==> src/core/cdcacm_map.svh <==
/*
  Register offsets, field positions, reset values and protocol codes of
  the serial-class USB function block.
  Assumes inclusion by bare name from the design files.
*/
`ifndef CDCACM_MAP_SVH
`define CDCACM_MAP_SVH

// ----------------------------------------------------------------
// Register byte offsets
// ----------------------------------------------------------------
`define CA_OFS_CTRL 8'h00
`define CA_OFS_RXLEN 8'h04
`define CA_OFS_TXLEN 8'h08
`define CA_OFS_RXCNT 8'h0C
`define CA_OFS_STAT 8'h10
`define CA_OFS_MASK 8'h14
`define CA_OFS_RATE 8'h18
`define CA_OFS_FMT 8'h1C
`define CA_OFS_LINE 8'h20
`define CA_OFS_SSTATE 8'h24

// ----------------------------------------------------------------
// Field positions
// ----------------------------------------------------------------
`define CA_CTRL_RXGO 0
`define CA_CTRL_TXGO 1
`define CA_EV_RX 0
`define CA_EV_TX 1
`define CA_EV_NTF 2
`define CA_EV_LC 3
`define CA_EV_SEQ 4
`define CA_EV_W 5
`define CA_SS_OVR 6
`define CA_SS_PAR 5
`define CA_SS_FRM 4

// ----------------------------------------------------------------
// Reset values and protocol codes
// ----------------------------------------------------------------
`define CA_RST_MASK 5'h00
`define CA_RST_LC 8'h00
`define CA_NTF_TYPE 8'hA1
`define CA_NTF_SERIAL 8'h20
`define CA_NTF_LEN 8'h02
`define CA_NTF_LAST 4'h9
`define CA_REQ_SET_LC 8'h20
`define CA_REQ_GET_LC 8'h21
`define CA_REQ_SET_CLS 8'h22
`define CA_RT_OUT 8'h21
`define CA_RT_IN 8'hA1
`define CA_LC_LAST 3'h6

`endif

==> src/core/cdcacm_pkg.sv <==
/*
  Types of the serial-class USB function block.
  Assumes no surroundings beyond the compiler.
*/
package cdcacm_pkg;

  // ----------------------------------------------------------------
  // Control transfer stage, one-hot
  // ----------------------------------------------------------------
  typedef enum logic [6:0] {
    stage_idle_setup = 7'h01,
    stage_read_data = 7'h02,
    stage_write_data = 7'h04,
    stage_write_nodata_status = 7'h08,
    stage_read_status = 7'h10,
    stage_write_status = 7'h20,
    stage_sequence_error = 7'h40
  } cdcacm_stage_t;

endpackage

==> src/core/cdcacm_fn.sv <==
/*
  Serial-class USB function endpoints: bulk OUT/IN data, interrupt
  serial-state notifications, control stage tracking, register file.
  Assumes a USB engine on the same clock that presents endpoint byte
  streams with valid/ready and control-transfer event pulses, and a
  local serial port on the same clock that reports error levels.
*/
// Design decisions made here: the Wishbone register port and the register addresses.
`timescale 1ns/1ps
`include "cdcacm_map.svh"

// Contract
// - only serial-state notification code 0x20 sent
// - notify host on local port state change; code notifies on error onset only, not when an error clears
// - detect overrun, parity, framing errors
// - notify on error onset, never repeat
// - bitmap D6 overrun D5 parity D4 framing
// - bits D3 to D0 always zero
// - header A1,20,0,0,len 2, then bitmap
// - notifications go out on interrupt endpoint 3
// - OUT data on EP2, IN data EP1
// - bulk max packet 64 bytes
// - receive ends at count or short packet
// - full packets below count keep receiving
// - transmit exactly requested bytes then complete
// - signal completion after notification sent
// - track control transfer in seven stages
// - accept 0x20,0x21,0x22, reject other requests
// - line coding is seven bytes
module cdcacm_fn #(
  parameter int LEN_W = 16,
  parameter int MPS = 64
) (
  // Clock and reset
  input wire logic CLK_I,
  input wire logic RSTN_I,
  // Wishbone slave
  input wire logic CYC_I,
  input wire logic STB_I,
  input wire logic WE_I,
  input wire logic [7:0] ADR_I,
  input wire logic [3:0] SEL_I,
  input wire logic [31:0] DAT_I,
  output logic [31:0] DAT_O,
  output logic ACK_O,
  output logic IRQ_O,
  // Bulk OUT endpoint 2 from the USB engine
  input wire logic EP2_VALID_I,
  input wire logic [7:0] EP2_DATA_I,
  input wire logic EP2_LAST_I,
  input wire logic EP2_ZLP_I,
  output logic EP2_READY_O,
  // Received bytes to the local side
  output logic RX_VALID_O,
  output logic [7:0] RX_DATA_O,
  output logic RX_DONE_O,
  // Bytes to send from the local side
  input wire logic TX_VALID_I,
  input wire logic [7:0] TX_DATA_I,
  output logic TX_READY_O,
  output logic TX_DONE_O,
  // Bulk IN endpoint 1 to the USB engine
  output logic EP1_VALID_O,
  output logic [7:0] EP1_DATA_O,
  output logic EP1_LAST_O,
  input wire logic EP1_READY_I,
  // Interrupt IN endpoint 3 to the USB engine
  output logic EP3_VALID_O,
  output logic [7:0] EP3_DATA_O,
  output logic EP3_LAST_O,
  input wire logic EP3_READY_I,
  output logic NTF_DONE_O,
  // Local serial port error levels
  input wire logic OVR_ERR_I,
  input wire logic PAR_ERR_I,
  input wire logic FRM_ERR_I,
  // Control transfer events
  input wire logic SETUP_VALID_I,
  input wire logic [7:0] SETUP_TYPE_I,
  input wire logic [7:0] SETUP_REQ_I,
  input wire logic [15:0] SETUP_VAL_I,
  input wire logic [15:0] SETUP_LEN_I,
  input wire logic CTRL_WVALID_I,
  input wire logic [7:0] CTRL_WDATA_I,
  input wire logic CTRL_RD_I,
  input wire logic CTRL_DATA_END_I,
  input wire logic CTRL_STATUS_END_I,
  output logic [7:0] CTRL_RDATA_O,
  output logic CTRL_STALL_O,
  output logic [6:0] CTRL_STAGE_O
);

  // ----------------------------------------------------------------
  // Helpers
  // ----------------------------------------------------------------
  function automatic logic [LEN_W-1:0] byte_wr(
    input logic [LEN_W-1:0] old,
    input logic [31:0] d,
    input logic [3:0] s
  );
    logic [31:0] r;
    r = 32'(old);
    for (int i = 0; i < 4; i++) if (s[i]) r[i*8 +: 8] = d[i*8 +: 8];
    return r[LEN_W-1:0];
  endfunction
  function automatic logic [7:0] ntf_byte(
    input logic [3:0] idx,
    input logic [2:0] errs
  );
    logic [15:0] map;
    map = 16'h0000;
    map[`CA_SS_OVR] = errs[2];
    map[`CA_SS_PAR] = errs[1];
    map[`CA_SS_FRM] = errs[0];
    case (idx)
      4'h0: ntf_byte = `CA_NTF_TYPE;
      4'h1: ntf_byte = `CA_NTF_SERIAL;
      4'h6: ntf_byte = `CA_NTF_LEN;
      4'h8: ntf_byte = map[7:0];
      4'h9: ntf_byte = map[15:8];
      default: ntf_byte = 8'h00;
    endcase
  endfunction

  // ----------------------------------------------------------------
  // Bus decode
  // ----------------------------------------------------------------
  wire bus_req = CYC_I && STB_I && !ACK_O;
  wire bus_wr = bus_req && WE_I;
  wire wr_ctrl = bus_wr && ADR_I == `CA_OFS_CTRL && SEL_I[0];
  wire wr_rxlen = bus_wr && ADR_I == `CA_OFS_RXLEN;
  wire wr_txlen = bus_wr && ADR_I == `CA_OFS_TXLEN;
  wire wr_stat = bus_wr && ADR_I == `CA_OFS_STAT && SEL_I[0];
  wire wr_mask = bus_wr && ADR_I == `CA_OFS_MASK && SEL_I[0];
  logic rx_busy;
  logic tx_busy;
  logic [LEN_W-1:0] rx_len;
  logic [LEN_W-1:0] tx_len;
  logic [LEN_W-1:0] rx_cnt;
  logic [LEN_W-1:0] tx_left;
  logic [6:0] rx_pkt;
  logic [6:0] tx_pkt;
  logic [`CA_EV_W-1:0] stat;
  logic [`CA_EV_W-1:0] mask;
  logic [2:0] err_q;
  logic [2:0] pend;
  logic [2:0] ss;
  logic [3:0] ntf_idx;
  logic [1:0] ctl_lines;
  logic [7:0] lc [0:6];
  logic [2:0] lc_idx;
  logic [7:0] cur_req;
  cdcacm_pkg::cdcacm_stage_t stage;
  cdcacm_pkg::cdcacm_stage_t next_stage;
  wire rx_go = wr_ctrl && DAT_I[`CA_CTRL_RXGO] && !rx_busy;
  wire tx_go = wr_ctrl && DAT_I[`CA_CTRL_TXGO] && !tx_busy;
  wire [15:0] ss_map = {9'h000, ss, 4'h0};
  wire [31:0] rd_ctrl = {30'h0, tx_busy, rx_busy};
  wire [31:0] rd_rate = {lc[3], lc[2], lc[1], lc[0]};
  wire [31:0] rd_fmt = {8'h00, lc[6], lc[5], lc[4]};
  wire [31:0] rd_line = {17'h0, stage, 6'h00, ctl_lines};
  logic [31:0] rd_mux;
  always_comb begin
    case (ADR_I)
      `CA_OFS_CTRL: rd_mux = rd_ctrl;
      `CA_OFS_RXLEN: rd_mux = 32'(rx_len);
      `CA_OFS_TXLEN: rd_mux = 32'(tx_len);
      `CA_OFS_RXCNT: rd_mux = 32'(rx_cnt);
      `CA_OFS_STAT: rd_mux = 32'(stat);
      `CA_OFS_MASK: rd_mux = 32'(mask);
      `CA_OFS_RATE: rd_mux = rd_rate;
      `CA_OFS_FMT: rd_mux = rd_fmt;
      `CA_OFS_LINE: rd_mux = rd_line;
      `CA_OFS_SSTATE: rd_mux = 32'(ss_map);
      default: rd_mux = 32'h00000000;
    endcase
  end

  // ----------------------------------------------------------------
  // Bus answer, one cycle after the request
  // ----------------------------------------------------------------
  always_ff @(posedge CLK_I or negedge RSTN_I) begin
    if (!RSTN_I) begin
      ACK_O <= 1'b0;
      DAT_O <= 32'h00000000;
    end else begin
      ACK_O <= bus_req;
      DAT_O <= bus_req && !WE_I ? rd_mux : 32'h00000000;
    end
  end
  always_ff @(posedge CLK_I or negedge RSTN_I) begin
    if (!RSTN_I) begin
      rx_len <= '0;
      tx_len <= '0;
      mask <= `CA_RST_MASK;
    end else begin
      if (wr_rxlen) rx_len <= byte_wr(rx_len, DAT_I, SEL_I);
      if (wr_txlen) tx_len <= byte_wr(tx_len, DAT_I, SEL_I);
      if (wr_mask) mask <= DAT_I[`CA_EV_W-1:0];
    end
  end

  // ----------------------------------------------------------------
  // Receive path, OUT endpoint 2
  // ----------------------------------------------------------------
  assign EP2_READY_O = rx_busy;
  wire rx_take = EP2_VALID_I && rx_busy;
  wire [LEN_W-1:0] rx_cnt_n = rx_cnt + 1'b1;
  wire [6:0] rx_pkt_n = rx_pkt + 1'b1;
  wire rx_short = rx_pkt_n < 7'(MPS);
  wire rx_full = rx_cnt_n >= rx_len;
  wire rx_end = rx_busy && ((rx_take && EP2_LAST_I && (rx_full || rx_short))
                || EP2_ZLP_I);
  always_ff @(posedge CLK_I or negedge RSTN_I) begin
    if (!RSTN_I) begin
      rx_busy <= 1'b0;
      rx_cnt <= '0;
      rx_pkt <= 7'h00;
      RX_VALID_O <= 1'b0;
      RX_DATA_O <= 8'h00;
      RX_DONE_O <= 1'b0;
    end else begin
      RX_VALID_O <= rx_take;
      RX_DONE_O <= rx_end;
      if (rx_take) RX_DATA_O <= EP2_DATA_I;
      if (rx_go) begin
        rx_busy <= 1'b1;
        rx_cnt <= '0;
        rx_pkt <= 7'h00;
      end else if (rx_take) begin
        rx_cnt <= rx_cnt_n;
        // A full packet below the count keeps the request open
        rx_pkt <= EP2_LAST_I ? 7'h00 : rx_pkt_n;
      end
      if (rx_end) rx_busy <= 1'b0;
    end
  end

  // ----------------------------------------------------------------
  // Transmit path, IN endpoint 1
  // ----------------------------------------------------------------
  assign TX_READY_O = tx_left != '0 && (!EP1_VALID_O || EP1_READY_I);
  wire tx_take = TX_VALID_I && TX_READY_O;
  wire tx_pkt_end = tx_pkt == 7'(MPS - 1) || tx_left == LEN_W'(1);
  wire tx_end = tx_busy && ((EP1_VALID_O && EP1_READY_I && EP1_LAST_O
                && tx_left == '0) || tx_len == '0 && tx_left == '0);
  always_ff @(posedge CLK_I or negedge RSTN_I) begin
    if (!RSTN_I) begin
      tx_busy <= 1'b0;
      tx_left <= '0;
      tx_pkt <= 7'h00;
      EP1_VALID_O <= 1'b0;
      EP1_DATA_O <= 8'h00;
      EP1_LAST_O <= 1'b0;
      TX_DONE_O <= 1'b0;
    end else begin
      TX_DONE_O <= tx_end;
      if (tx_go) begin
        tx_busy <= 1'b1;
        tx_left <= tx_len;
        tx_pkt <= 7'h00;
      end else if (tx_end) begin
        tx_busy <= 1'b0;
      end
      if (tx_take) begin
        EP1_VALID_O <= 1'b1;
        EP1_DATA_O <= TX_DATA_I;
        EP1_LAST_O <= tx_pkt_end;
        tx_pkt <= tx_pkt_end ? 7'h00 : tx_pkt + 1'b1;
        tx_left <= tx_left - 1'b1;
      end else if (EP1_READY_I) begin
        EP1_VALID_O <= 1'b0;
        EP1_LAST_O <= 1'b0;
      end
    end
  end

  // ----------------------------------------------------------------
  // Serial-state notification, interrupt endpoint 3
  // ----------------------------------------------------------------
  wire [2:0] err_now = {OVR_ERR_I, PAR_ERR_I, FRM_ERR_I};
  wire [2:0] err_rise = err_now & ~err_q;
  wire ntf_start = !EP3_VALID_O && pend != 3'h0;
  wire ntf_step = EP3_VALID_O && EP3_READY_I;
  wire ntf_end = ntf_step && ntf_idx == `CA_NTF_LAST;
  always_ff @(posedge CLK_I or negedge RSTN_I) begin
    if (!RSTN_I) begin
      err_q <= 3'h0;
      pend <= 3'h0;
      ss <= 3'h0;
      ntf_idx <= 4'h0;
      EP3_VALID_O <= 1'b0;
      EP3_DATA_O <= 8'h00;
      EP3_LAST_O <= 1'b0;
      NTF_DONE_O <= 1'b0;
    end else begin
      err_q <= err_now;
      // A new onset in the launch cycle stays pending
      pend <= (ntf_start ? 3'h0 : pend) | err_rise;
      NTF_DONE_O <= ntf_end;
      if (ntf_start) begin
        ss <= pend;
        ntf_idx <= 4'h0;
        EP3_VALID_O <= 1'b1;
        EP3_DATA_O <= ntf_byte(4'h0, pend);
        EP3_LAST_O <= 1'b0;
      end else if (ntf_end) begin
        EP3_VALID_O <= 1'b0;
        EP3_LAST_O <= 1'b0;
      end else if (ntf_step) begin
        ntf_idx <= ntf_idx + 1'b1;
        EP3_DATA_O <= ntf_byte(ntf_idx + 1'b1, ss);
        EP3_LAST_O <= ntf_idx + 1'b1 == `CA_NTF_LAST;
      end
    end
  end

  // ----------------------------------------------------------------
  // Control transfer stages and class requests
  // ----------------------------------------------------------------
  wire req_ok = (SETUP_TYPE_I == `CA_RT_OUT && (SETUP_REQ_I == `CA_REQ_SET_LC
                || SETUP_REQ_I == `CA_REQ_SET_CLS))
                || (SETUP_TYPE_I == `CA_RT_IN && SETUP_REQ_I == `CA_REQ_GET_LC);
  wire setup_bad = SETUP_VALID_I && !req_ok;
  wire status_bad = CTRL_STATUS_END_I && !(stage == cdcacm_pkg::stage_read_status
                    || stage == cdcacm_pkg::stage_write_status
                    || stage == cdcacm_pkg::stage_write_nodata_status);
  wire data_bad = CTRL_DATA_END_I && !(stage == cdcacm_pkg::stage_read_data
                  || stage == cdcacm_pkg::stage_write_data);
  wire seq_ev = !SETUP_VALID_I && (status_bad || data_bad);
  wire lc_done = CTRL_STATUS_END_I && stage == cdcacm_pkg::stage_write_status
                 && cur_req == `CA_REQ_SET_LC;
  wire lc_wr = CTRL_WVALID_I && stage == cdcacm_pkg::stage_write_data
               && cur_req == `CA_REQ_SET_LC && lc_idx <= `CA_LC_LAST;
  always_comb begin
    next_stage = stage;
    if (SETUP_VALID_I) begin
      if (!req_ok) next_stage = cdcacm_pkg::stage_sequence_error;
      else if (SETUP_LEN_I == 16'h0000) next_stage = cdcacm_pkg::stage_write_nodata_status;
      else if (SETUP_TYPE_I[7]) next_stage = cdcacm_pkg::stage_read_data;
      else next_stage = cdcacm_pkg::stage_write_data;
    end else if (CTRL_DATA_END_I) begin
      case (stage)
        cdcacm_pkg::stage_read_data: next_stage = cdcacm_pkg::stage_read_status;
        cdcacm_pkg::stage_write_data: next_stage = cdcacm_pkg::stage_write_status;
        default: next_stage = cdcacm_pkg::stage_sequence_error;
      endcase
    end else if (CTRL_STATUS_END_I) begin
      case (stage)
        cdcacm_pkg::stage_read_status, cdcacm_pkg::stage_write_status,
        cdcacm_pkg::stage_write_nodata_status: next_stage = cdcacm_pkg::stage_idle_setup;
        default: next_stage = cdcacm_pkg::stage_sequence_error;
      endcase
    end
  end
  assign CTRL_STAGE_O = stage;
  always_ff @(posedge CLK_I or negedge RSTN_I) begin
    if (!RSTN_I) begin
      stage <= cdcacm_pkg::stage_idle_setup;
      cur_req <= 8'h00;
      ctl_lines <= 2'b00;
      lc_idx <= 3'h0;
      CTRL_STALL_O <= 1'b0;
      CTRL_RDATA_O <= 8'h00;
      for (int i = 0; i < 7; i++) lc[i] <= `CA_RST_LC;
    end else begin
      stage <= next_stage;
      CTRL_STALL_O <= setup_bad || seq_ev;
      if (SETUP_VALID_I) begin
        cur_req <= SETUP_REQ_I;
        lc_idx <= 3'h0;
        if (req_ok && SETUP_REQ_I == `CA_REQ_SET_CLS) ctl_lines <= SETUP_VAL_I[1:0];
      end else if (lc_wr) begin
        lc[lc_idx] <= CTRL_WDATA_I;
        lc_idx <= lc_idx + 1'b1;
      end else if (CTRL_RD_I && stage == cdcacm_pkg::stage_read_data
                   && lc_idx <= `CA_LC_LAST) begin
        CTRL_RDATA_O <= lc[lc_idx];
        lc_idx <= lc_idx + 1'b1;
      end
    end
  end

  // ----------------------------------------------------------------
  // Event status and interrupt
  // ----------------------------------------------------------------
  wire [`CA_EV_W-1:0] ev_set = {setup_bad || seq_ev, lc_done, ntf_end, tx_end, rx_end};
  wire [`CA_EV_W-1:0] ev_clr = wr_stat ? DAT_I[`CA_EV_W-1:0] : '0;
  always_ff @(posedge CLK_I or negedge RSTN_I) begin
    if (!RSTN_I) begin
      stat <= '0;
    end else begin
      stat <= (stat & ~ev_clr) | ev_set;
    end
  end
  assign IRQ_O = |(stat & mask);
endmodule // cdcacm_fn

==> config.mk <==
export PLATFORM = sky130hd
export DESIGN_NAME = cdcacm_fn
export DESIGN_NICKNAME = d
export VERILOG_FILES = /design/src/core/cdcacm_pkg.sv /design/src/core/cdcacm_fn.sv
export VERILOG_INCLUDE_DIRS = /design/src /design/src/core
export SDC_FILE = /design/constraint.sdc
export NUM_CORES = 1
export LEC_CHECK = 0
export ABC_AREA = 0
export BUFFER_PORTS_ARGS = -buffer_cell sky130_fd_sc_hd__buf_2
export CORE_UTILIZATION = 25
export CTS_BUF_LIST = sky130_fd_sc_hd__clkbuf_8 sky130_fd_sc_hd__clkbuf_16
export CTS_CLUSTER_DIAMETER = 60
export DETAILED_ROUTE_END_ITERATION = 10
export HOLD_SLACK_MARGIN = 0.08
export SYNTH_ARGS = -nofsm -noshare
export SYNTH_HDL_FRONTEND = slang
export SYNTH_SLANG_ARGS = --single-unit
==> constraint.sdc <==
create_clock -name CLK_I -period 3.8 [get_ports CLK_I]
set_clock_uncertainty 0.15 [all_clocks]
set_input_delay 0 -clock CLK_I [delete_from_list [all_inputs] [get_ports CLK_I]]
set_output_delay 0 -clock CLK_I [all_outputs]
set_load 0.05 [all_outputs]
After elaboration in Yosys (flattened, before gate mapping)
Cells that the tools add are included.
W data, S select, Z words.
{"block": "classes", "n_mux": 50, "eq_ne": 28, "bitwise_logic": 10, "n_shift": 0, "reduce_logical": 94, "div": 0, "n_mul": 0, "magnitude_cmp": 5, "n_addsub": 6}
{"op": "$pmux W32 S10", "n": 1}
{"op": "$mux W7", "n": 11}
{"op": "$mux W16", "n": 4}
{"op": "$bwmux W56", "n": 1}
{"op": "$eq A8 B6 Y1 const B", "n": 7}
{"op": "$logic_not A16 Y1", "n": 3}
{"op": "$mux W8", "n": 6}
{"op": "$logic_and A1 B1 Y1", "n": 45}
{"op": "$eq A8 B5 Y1 const B", "n": 4}
{"op": "$mux W32", "n": 1}
{"op": "$pmux W8 S4", "n": 1}
{"op": "$bmux W8 S3", "n": 1}
{"op": "$demux W8 S3", "n": 1}
{"op": "$add A16 B1 Y16 const B", "n": 1}
{"op": "$eq A16 B1 Y1 const B", "n": 1}
{"op": "$eq A8 B4 Y1 const B", "n": 2}
{"op": "$ge A16 B16 Y1", "n": 1}
{"op": "$mux W4", "n": 4}
{"op": "$reduce_bool A16 Y1", "n": 1}
{"op": "$sub A16 B1 Y16 const B", "n": 1}
{"op": "$mux W3", "n": 5}
{"op": "$add A7 B1 Y7 const B", "n": 2}
{"op": "$eq A7 B6 Y1 const B", "n": 2}
{"op": "$pmux W7 S2", "n": 1}
{"op": "other kinds (36)", "n": 86}
{"block": "totals", "input_bits": 135, "regBits": 253, "n_memories": 0, "mem_bits_ro": 0, "mem_bits_rw": 0, "latch_bits": 0}

Logic depth before layout (Yosys ltp)
Gate-level depths: netlist (run 1).
{"block": "logic_depth", "ltp_word": 9, "depth_mapped": 11}

Least setup slack after synthesis (run 1)
Ideal clock, no wire load.
{"block": "synth_timing", "kind": "reg2reg", "startpoint": "register rx_cnt[6]", "endpoint": "register stat[0]", "setup_ps": 64, "setup_slack_ps": 479, "stages_incl_launch_ff": 12, "arrival_time_ps": 3107, "n_path_buf": 1, "path_cell_list": "dfrtp_1 clkbuf_1 nand3_1 nor4_1 nand4_1 xnor2_1 ha_1 nand4_1 nor3_1 o2111ai_1 a311oi_1 a21o_1"}
{"block": "synth_via", "elab_chain_len": 7}
{"item": "from (decl)", "line_no": "cdcacm_fn.sv:139", "source": "logic [LEN_W-1:0] rx_cnt;"}
{"item": "from (signal assigned)", "line_no": "cdcacm_fn.sv:231", "source": "rx_cnt <= rx_cnt_n;"}
{"item": "$add A16 B1 Y16", "line_no": "cdcacm_fn.sv:208", "source": "wire [LEN_W-1:0] rx_cnt_n = rx_cnt + 1'b1;"}
{"item": "$ge A16 B16 Y1", "line_no": "cdcacm_fn.sv:211", "source": "wire rx_full = rx_cnt_n >= rx_len;"}
{"item": "$logic_or A1 B1 Y1", "line_no": "cdcacm_fn.sv:212", "source": "wire rx_end = rx_busy && ((rx_take && EP2_LAST_I && (rx_full || rx_short))"}
{"item": "$logic_and A1 B1 Y1", "line_no": "cdcacm_fn.sv:212"}
{"item": "$logic_or A1 B1 Y1", "line_no": "cdcacm_fn.sv:213", "source": "|| EP2_ZLP_I);"}
{"item": "$logic_and A1 B1 Y1", "line_no": "cdcacm_fn.sv:212"}
{"item": "net ev_set[0]", "line_no": "cdcacm_fn.sv:387", "source": "wire [`CA_EV_W-1:0] ev_set = {setup_bad || seq_ev, lc_done, ntf_end, tx_end, rx_end};"}
{"item": "$or A5 B5 Y5", "line_no": "cdcacm_fn.sv:393", "source": "stat <= (stat & ~ev_clr) | ev_set;"}
{"item": "to (signal assigned)", "line_no": "cdcacm_fn.sv:393"}
{"item": "to (decl)", "line_no": "cdcacm_fn.sv:143", "source": "logic [`CA_EV_W-1:0] stat;"}
The timed path passes the listed nets, and every way through them passes these cells.
A chain may end at the register's enable or synchronous reset.

Worst setup path after layout (run 1)
{"block": "layout_timing", "startpoint": "register rx_cnt[0]", "endpoint": "register rx_busy, in the netlist EP2_READY_O"}
{"block": "layout_via", "elab_chain_len": 7, "elab_cells_between_ends": 8, "cone_classes": "add/sub (1); order compare (1); mux (1); reduce/logical (5)"}
{"item": "$add A16 B1 Y16 (*)", "line_no": "cdcacm_fn.sv:208"}
{"item": "$ge A16 B16 Y1 (*)", "line_no": "cdcacm_fn.sv:211"}
{"item": "$logic_or A1 B1 Y1 (*)", "line_no": "cdcacm_fn.sv:212"}
{"item": "$logic_and A1 B1 Y1 (*)", "line_no": "cdcacm_fn.sv:212"}
{"item": "$logic_or A1 B1 Y1 (*)", "line_no": "cdcacm_fn.sv:213"}
{"item": "$logic_and A1 B1 Y1 (*)", "line_no": "cdcacm_fn.sv:212"}
{"item": "$mux W1 / $reduce_bool A2 Y1 (equally long branches)"}
{"item": "to (signal assigned)", "line_no": "cdcacm_fn.sv:216", "source": "rx_busy <= 1'b0;"}
{"item": "to (signal assigned)", "line_no": "cdcacm_fn.sv:227", "source": "rx_busy <= 1'b1;"}
{"item": "to (signal assigned)", "line_no": "cdcacm_fn.sv:235", "source": "if (rx_end) rx_busy <= 1'b0;"}
{"item": "to (decl)", "line_no": "cdcacm_fn.sv:135", "source": "logic rx_busy;"}
Mark *: on every way between the ends. The rest lies on a longest branch, timed or not.

==> metrics.md, run 1 <==
| Metric | Value |
|---|---|
| Status | completed |
| Initial antenna violation count | 2 |
| CP max stage cell | dlygate4sd3_1 |
| GPL Wtd Cong | about 0.85 |
| H-tree depth | 2 |
| Hold WS | 128 ps |
| DR vias | 10,900 |
| Sequential share of power | 0.436 |
| Die ar. | a little over 0.05 mm^2 |
| Grt total ovfl | 0 |
| CTS tree | built |
| Least-Margin Pin Slew | 1040 ps |
| Seq cells post-synth | 250 |
| Final setup margin | 241 ps |
| Root Buffer | clkbuf_16 |
| Synth Area in Simple Gates | 0.155 |
| Clk pin slew, worst setup/hold paths | 60 ps |
| Final-report hold violation count | 0 |
| WL per Instance | 17.9 um |
| Power Internal | just over 5000 uW |
| CP max FO | 7 |
| Antenna Nets Post-Route | 0 |
| Relative slew slack | 0.305 |
| Max VDD drop | approximately 0.30 mV |
| GR Util All Layers | 0.158 |
| Max cap viols | 0 |
| Post-synth top area share | 0.497 |
| Sw Share | 0.279 |
| Power Density | between 400 and 500 mW/mm^2 |
| FILL cells | between 4,000 and 5,000 |
| Post-synthesis sequential area ratio | 0.499 |
| Max Slew Vio Count | 0 |
| Setup crit end kind | flip-flop |
| Fmax | 0.281 GHz |
| Synth Area in Compound Gates | 0.137 |
| Final core occ | 0.343 |
| Initial Utilization | 0.255 |
| Pre-CTS WS | 387 ps |
| Arrival time worst endpoint | between 3000 and 4000 ps |
| Synth top cells by count | 249 x dfrtp_1, 138 x nand2_1, 115 x mux2_2 |
| Final Critical Period | ~3600 ps |
| Adder-Cell Fraction of Synth Area | 0.0270 |
| Most frequent cell after synthesis | dfrtp_1 |
| Clock power share | 0.437 |
| Most used DFF post-synth | dfrtp_1 |
| Async SR Flop Fraction | 1.00 |
| Dominant cell type by area after synthesis | dfrtp_1 |
| Critical-path cell list | ha_1, nand3_1, nor3_4, nand2_1, xnor2_1, ha_1, nand4_1, nor3_2, o2111ai_1, nand4_1, nand3_1, dlygate4sd3_1 |
| CP delay by family, top | simple AND/OR/NAND/NOR gates |
| Leak | slightly below 0.008 uW |
| # setup viols final | 0 |
| Synthesis warning total | 0 |
| Clock buffer depth | 3 |
| Synth top area cells | dfrtp_1 50%, mux2_2 10%, nand2_1 4.1%, ha_1 2.7%, nor2_1 2.3% |
| DRC Markers | 0 |
| Post-detail-place hpwl | ~28,000 um |
| Vias in the first global route | around 11,000 |
| Post-synthesis mux area share | 0.135 |
| Part of the cycle the worst path needs | 0.937 |
| Cell Area, Synth | 0.0125 mm^2 |
| TritonRoute pass-1 iters | 5 |
| Die boundary height | around 230 um |
| First-pass GRT wire length | between 60,000 and 70,000 um |
| Critical path startpoint category | flip-flop |
| NumNets Final | about 1,700 |
| EDFF count, synth | 0 |
| Die W | roughly 230 um |
| Port buffer count | 184 |
| Worst-Skew Late Latency | roughly 540 ps |
| XOR/XNOR share of the synthesized area | 0.0133 |
| Post-Syn Area per Cell | 10.6 um^2 |
| Worst min-delay path class | input pin to flip-flop |
| Rows | 81 |
| Crit Path Category | flip-flop to flip-flop |
| CTS Sinks | 250 |
| Core area | approximately 0.049 mm^2 |
| Layout area overhead | 34.6% |
| Ports | 219 |
| CP max stage delay | ~580 ps |
| Synth unique cells | between 70 and 80 |
| Main combinational cell family by area after synthesis | simple AND/OR/NAND/NOR gates |
| Layout cells sized above 1 | 0.268 |
| Synth Instances | between 1,000 and 1,500 |
| NetSw | 1950 uW |
| Combinational fraction of design power | 0.127 |
| WP buf/inv | 1 |
| Post-route setup TNS | 0 ps |
| Largest net degree at the start of global routing | roughly 110 |
| Total wire length | about 40,000 um |
| Total CTS buffers | 34 |
| DRT iter0 DRCs | a little under 800 |
| Via/cell ratio | 4.91 |
| RSZ-0062 raised after global routing | no |
| Critical path required time | about 4000 ps |
==> per-layer routing <==
| layer | global-route usage | share of wire | vias up |
|---|---|---|---|
| li1 | - | - | 5028 |
| met1 | 0.205 | 0.44 | 5470 |
| met2 | 0.259 | 0.48 | 314 |
| met3 | 0.0307 | 0.058 | 72 |
| met4 | 0.0577 | 0.027 | 2 |
| met5 | 0 | 0.00025 | - |
==> cell families (layout without fill, tap and decap cells) <==
family,after synthesis,count (layout)
fa+ha+maj,27,27
simple gates,390,390
compound gates,252,252
mux,144,144
buf+inv,104,466
other cells,1,3
xor+xnor,19,19
flops,250,250
==> worst paths after layout <==
kind                                       startpoint                       end  slack (ps)  cells after the start
worst max-delay path            rx_cnt[0]$_DFFE_PN0P_   EP2_READY_O$_DFFE_PN0P_         240                     12
worst min-delay path                        FRM_ERR_I         pend[0]$_DFF_PN0_         130                      4
worst max register to register  rx_cnt[0]$_DFFE_PN0P_   EP2_READY_O$_DFFE_PN0P_         240                     12
worst min register to register     err_q[1]$_DFF_PN0_         pend[1]$_DFF_PN0_         270                      1
max in group asynchronous                      RSTN_I  RX_DATA_O[5]$_DFFE_PN0P_        2020                      4
min in group asynchronous                      RSTN_I    cur_req[2]$_DFFE_PN0P_         470                      3
==> power by group through the flow <==
stage | combinational, uW | sequential (uW) | clock [uW]
5_1_grt | 985 | 3070 | 3240
3_3_place_gp | 750 | 3070 | 0
6_report | 888 | 3040 | 3050
3_5_place_dp | 773 | 3080 | 0
2_1_floorplan | 410 | 3110 | 0
4_1_cts | 891 | 3040 | 3140
==> metrics by stage <==
step / cells / cell area (um^2) / power (uW)
2_1_floorplan: 1188 / 12500 / 3520
3_3_place_gp: 2006 / 14300 / 3820
3_5_place_dp: 2006 / 14300 / 3850
4_1_cts: 2214 / 16800 / 7060
5_1_grt: 2214 / 16900 / 7300
6_report: 2215 / 16900 / 6980
==> what timing repair did <==
item	4_1_cts	5_1_grt
endpoints found under the hold margin	444	0
buffers inserted	0	0
resized for setup	0	4
hold buffers	149	0
setup endpoints to repair	0	2
==> layout by cell type (no fill, tap or decap), drive strengths merged, types with 4 or more instances in the layout <==
cell type      n
xor2           9
xnor2         10
nand4         12
nor3b          4
mux2         123
ha            27
a21oi         52
a22o          16
o32ai          4
o22ai          8
dlygate4sd3  149
nor4          23
o211ai         9
a31oi         18
o221a          5
o21ai         47
nand2        138
and3          14
a221oi        12
a21o           7
mux2i         16
or4           12
mux4           5
clkinv         8
dfrtp        249
nor2b         13
buf          209
o31ai          8
a211o          4
nor3          26
nand2b         4
nor2          80
a22oi         36
nand3b         7
nand3         35
clkbuf        39
inv           59
and2           5
or3            5
==> state kept, by name, indices dropped and copies added (netlist names), 5 cells and up <==
| signal | cells |
|---|---|
| tx_pkt | 7 |
| RX_DATA_O | 8 |
| rx_len | 16 |
| CTRL_RDATA_O | 8 |
| rx_pkt | 7 |
| rx_cnt | 16 |
| CTRL_STAGE_O | 7 |
| EP3_DATA_O | 5 |
| tx_left | 16 |
| tx_len | 16 |
| mask | 5 |
| EP1_DATA_O | 8 |
| cur_req | 8 |
| DAT_O | 32 |
| stat | 5 |
| lc | 56 |
==> worst reg2reg max path: stages (launching register included) <==
cell and delay (ps):
dfrtp_1 470, ha_1 270, nand3_1 270, nor3_4 340, nand2_1 120, xnor2_1 150
ha_1 300, nand4_1 150, nor3_2 270, o2111ai_1 190, nand4_1 140, nand3_1 70
dlygate4sd3_1 580
==> cell type report <==
| cell class | instances | area [um^2] | share of cell area |
|---|---|---|---|
| repair buffers | 358 | 2620 | 0.155 |
| well taps | 664 | 831 | 0.0493 |
| inverters | 49 | 184 | 0.0109 |
| clock inverters | 20 | 154 | 0.00912 |
| flip-flops and latches | 250 | 6260 | 0.371 |
| multi-input cells | 834 | 5890 | 0.349 |
| clock buffers | 39 | 931 | 0.0552 |
| diodes | 1 | 2.50 | 0.000148 |
(Power assumes the default switching activity.)
==> inputs of run 2 (changes only) <==
- clock period: 3.8 -> 4.1 ns (I/O delays scaled with it)
==> metrics.md, run 2 (synthesis results as in run 1) <==
| Metric | Value |
|---|---|
| Largest register by flop count | lc |
| Initial Utilization | 0.255 (unchanged) |
| Status | completed |
| Root Buffer | clkbuf_16 |
| CP max stage cell | dlygate4sd3_1 |
| Clock buffer depth | 3 (unchanged) |
| Part of the cycle the worst path needs | 0.958 (+0.0217) |
| Via/cell ratio | 4.89 (-0.56%) |
| FILL cells | 4,841 (-2.1%) |
| Commonest non-fill, non-tap cells in the layout | 249 x dfrtp_1, 183 x buf_2, 148 x dlygate4sd3_1, 138 x nand2_1, 115 x mux2_2 |
| Commonest non-fill, non-tap cell in the layout | dfrtp_1 |
| Layout area overhead | 35.2% |
| Ports | 219 (unchanged) |
| Port buffer count | 184 (unchanged) |
| DR vias | 10,800 (-0.47%) |
| Max cap viols | 0 (unchanged) |
| CP max stage delay | 540 ps (-40 ps) |
| Crit Path Category | flip-flop to flip-flop |
| Area after DPL | 0.0143 mm^2 (about the same) |
| Antenna Nets Post-Route | 0 (unchanged) |
| Grt total ovfl | 0 (unchanged) |
| Reg2reg path depth | 13 (+1) |
| GR Util All Layers | 0.156 (-0.00160) |
| Arrival time worst endpoint | 4260 ps (+430 ps) |
| Largest net degree at the start of global routing | 107 (-1.8%) |
| Critical path required time | 4440 ps (+370 ps) |
| TritonRoute pass-1 iters | 5 (unchanged) |
| Post-detail-place hpwl | 27,900 um (-0.11%) |
| H-tree depth | 2 (unchanged) |
| Critical-path cell list | nand3_1, nor4_1, buf_4, nand4_1, xnor2_1, ha_1, nand4_1, nor3_2, o2111ai_1, a311oi_2, buf_4, a21o_1, dlygate4sd3_1 |
| CTS Sinks | 250 (unchanged) |
| Core area | 0.0492 mm^2 (unchanged) |
| Max VDD drop | 0.268 mV (-11%) |
| Power Density | 389 mW/mm^2 (-6.1%) |
| RSZ-0062 raised after global routing | no |
| Final-report hold violation count | 0 (unchanged) |
| First-pass GRT wire length | 61,900 um (-1.1%) |
| Die ar. | 0.0510 mm^2 (unchanged) |
| Total CTS buffers | 34 (unchanged) |
| Top flop regs | lc x56, DAT_O x32 |
| Worst Hold Depth | 3 (-1) |
| CP max FO | 9 (+2) |
| Worst min-delay path class | input pin to flip-flop |
| # setup viols final | 0 (unchanged) |
| NumNets Final | 1,690 (+0.059%) |
| Total wire length | 39,900 um (+0.34%) |
| Setup crit end kind | flip-flop |
| Clk pin slew, worst setup/hold paths | 60 ps (about the same) |
| GPL Wtd Cong | 0.869 (+2.4%) |
| Critical path startpoint category | flip-flop |
| Rows | 81 (unchanged) |
| Worst-Skew Late Latency | 550 ps (about the same) |
| Leak | 0.00795 uW (+0.80%) |
| Least-Margin Pin Slew | 970 ps (-70.7 ps) |
| WL per Instance | 18.0 um (+0.25%) |
| Final Cell Area | 0.0169 mm^2 (+0.42%) |
| Relative slew slack | 0.350 (+0.0451) |
| CTS tree | built |
| Max FFs per register | 56 (unchanged) |
| Final Critical Period | 3930 ps (+370 ps) |
| Post-route setup TNS | 0 ps (unchanged) |
| Initial antenna violation count | 3 (+1) |
| Vias in the first global route | 11,000 (-2.0%) |
| Layout cells sized above 1 | 0.275 (+0.00656) |
| Max Slew Vio Count | 0 (unchanged) |
| Fmax | 0.255 GHz (-9.4%) |
| DRT iter0 DRCs | 736 (-6.2%) |
| Die boundary height | 226 um (unchanged) |
| DRC Markers | 0 (unchanged) |
| Inserted Diodes | 0 (-1) |
| Die W | 226 um (unchanged) |
[run 2: changes by cell type in the layout (fill, tap and decap cells not counted), sizes merged]
cell,before,now
clkinv,8,13
buf,209,211
clkinvlp,1,0
bufinv,1,2
inv,59,56
diode,1,0
dlygate4sd3,149,148
[run 2: where the power goes]
part	leakage, uW	total, uW	internal, uW	switching (uW)
logic	0.00406	820	346	474
registers	0.00332	2820	2620	199
clock network	0.000575	2940	1760	1190
[run 2: metal layers]
layer	share of wire	wire (um)	up-vias	track usage
met4	0.023	931	2	0.0500
met2	0.48	19200	352	0.259
met1	0.43	17000	5360	0.200
li1	-	-	5052	-
met5	0.00025	10	-	0
met3	0.069	2740	69	0.0358
[run 2: final cells by class]
class	count	area (um^2)	share of cell area
repair buffers	359	2640	0.156
flip-flops and latches	250	6260	0.369
inverters	49	184	0.0109
well taps	664	831	0.0490
multi-input cells	834	5910	0.349
clock buffers	39	920	0.0543
clock inverters	22	206	0.0122
[run 2: worst paths after layout]
kind / slack [ps] / start / to
max: 170 / rx_cnt[6]$_DFFE_PN0P_ / stat[0]$_DFF_PN0_
min: 120 / DAT_I[13] / rx_len[13]$_DFFE_PN0P_
max reg2reg: 170 / rx_cnt[6]$_DFFE_PN0P_ / stat[0]$_DFF_PN0_
min reg2reg: 270 / err_q[0]$_DFF_PN0_ / pend[0]$_DFF_PN0_
max in group asynchronous: 2820 / RSTN_I / DAT_O[28]$_DFF_PN0_
min in group asynchronous: 450 / RSTN_I / CTRL_STAGE_O[0]$_DFFE_PN1P_
[run 2: worst max-delay path: cells and delay by family, from the launching register on]
family	cells	cell delay, ps
simple gates	5	1210
compound gates	3	580
flops	1	490
xor+xnor	1	190
buf+inv	3	930
fa+ha+maj	1	320
[run 2: stage by stage]
step	power (uW)	hold WS [ps]	util	std cells	worst slack (ps)
2_1_floorplan	3270	-446	-	1188	779
3_3_place_gp	3540	-27.9	0.290	2006	663
3_5_place_dp	3560	-25.5	0.290	2006	568
4_1_cts	6650	96.6	0.344	2216	28.1
5_1_grt	6860	129	0.345	2217	23.5
6_report	6580	122	0.345	2217	171
[run 2: timing repair]
action,4_1_cts,5_1_grt
gates resized for setup,0,7
hold buffers,149,0
endpoints found under the setup margin,0,1
setup buffers,0,1
endpoints found under the hold margin,320,0
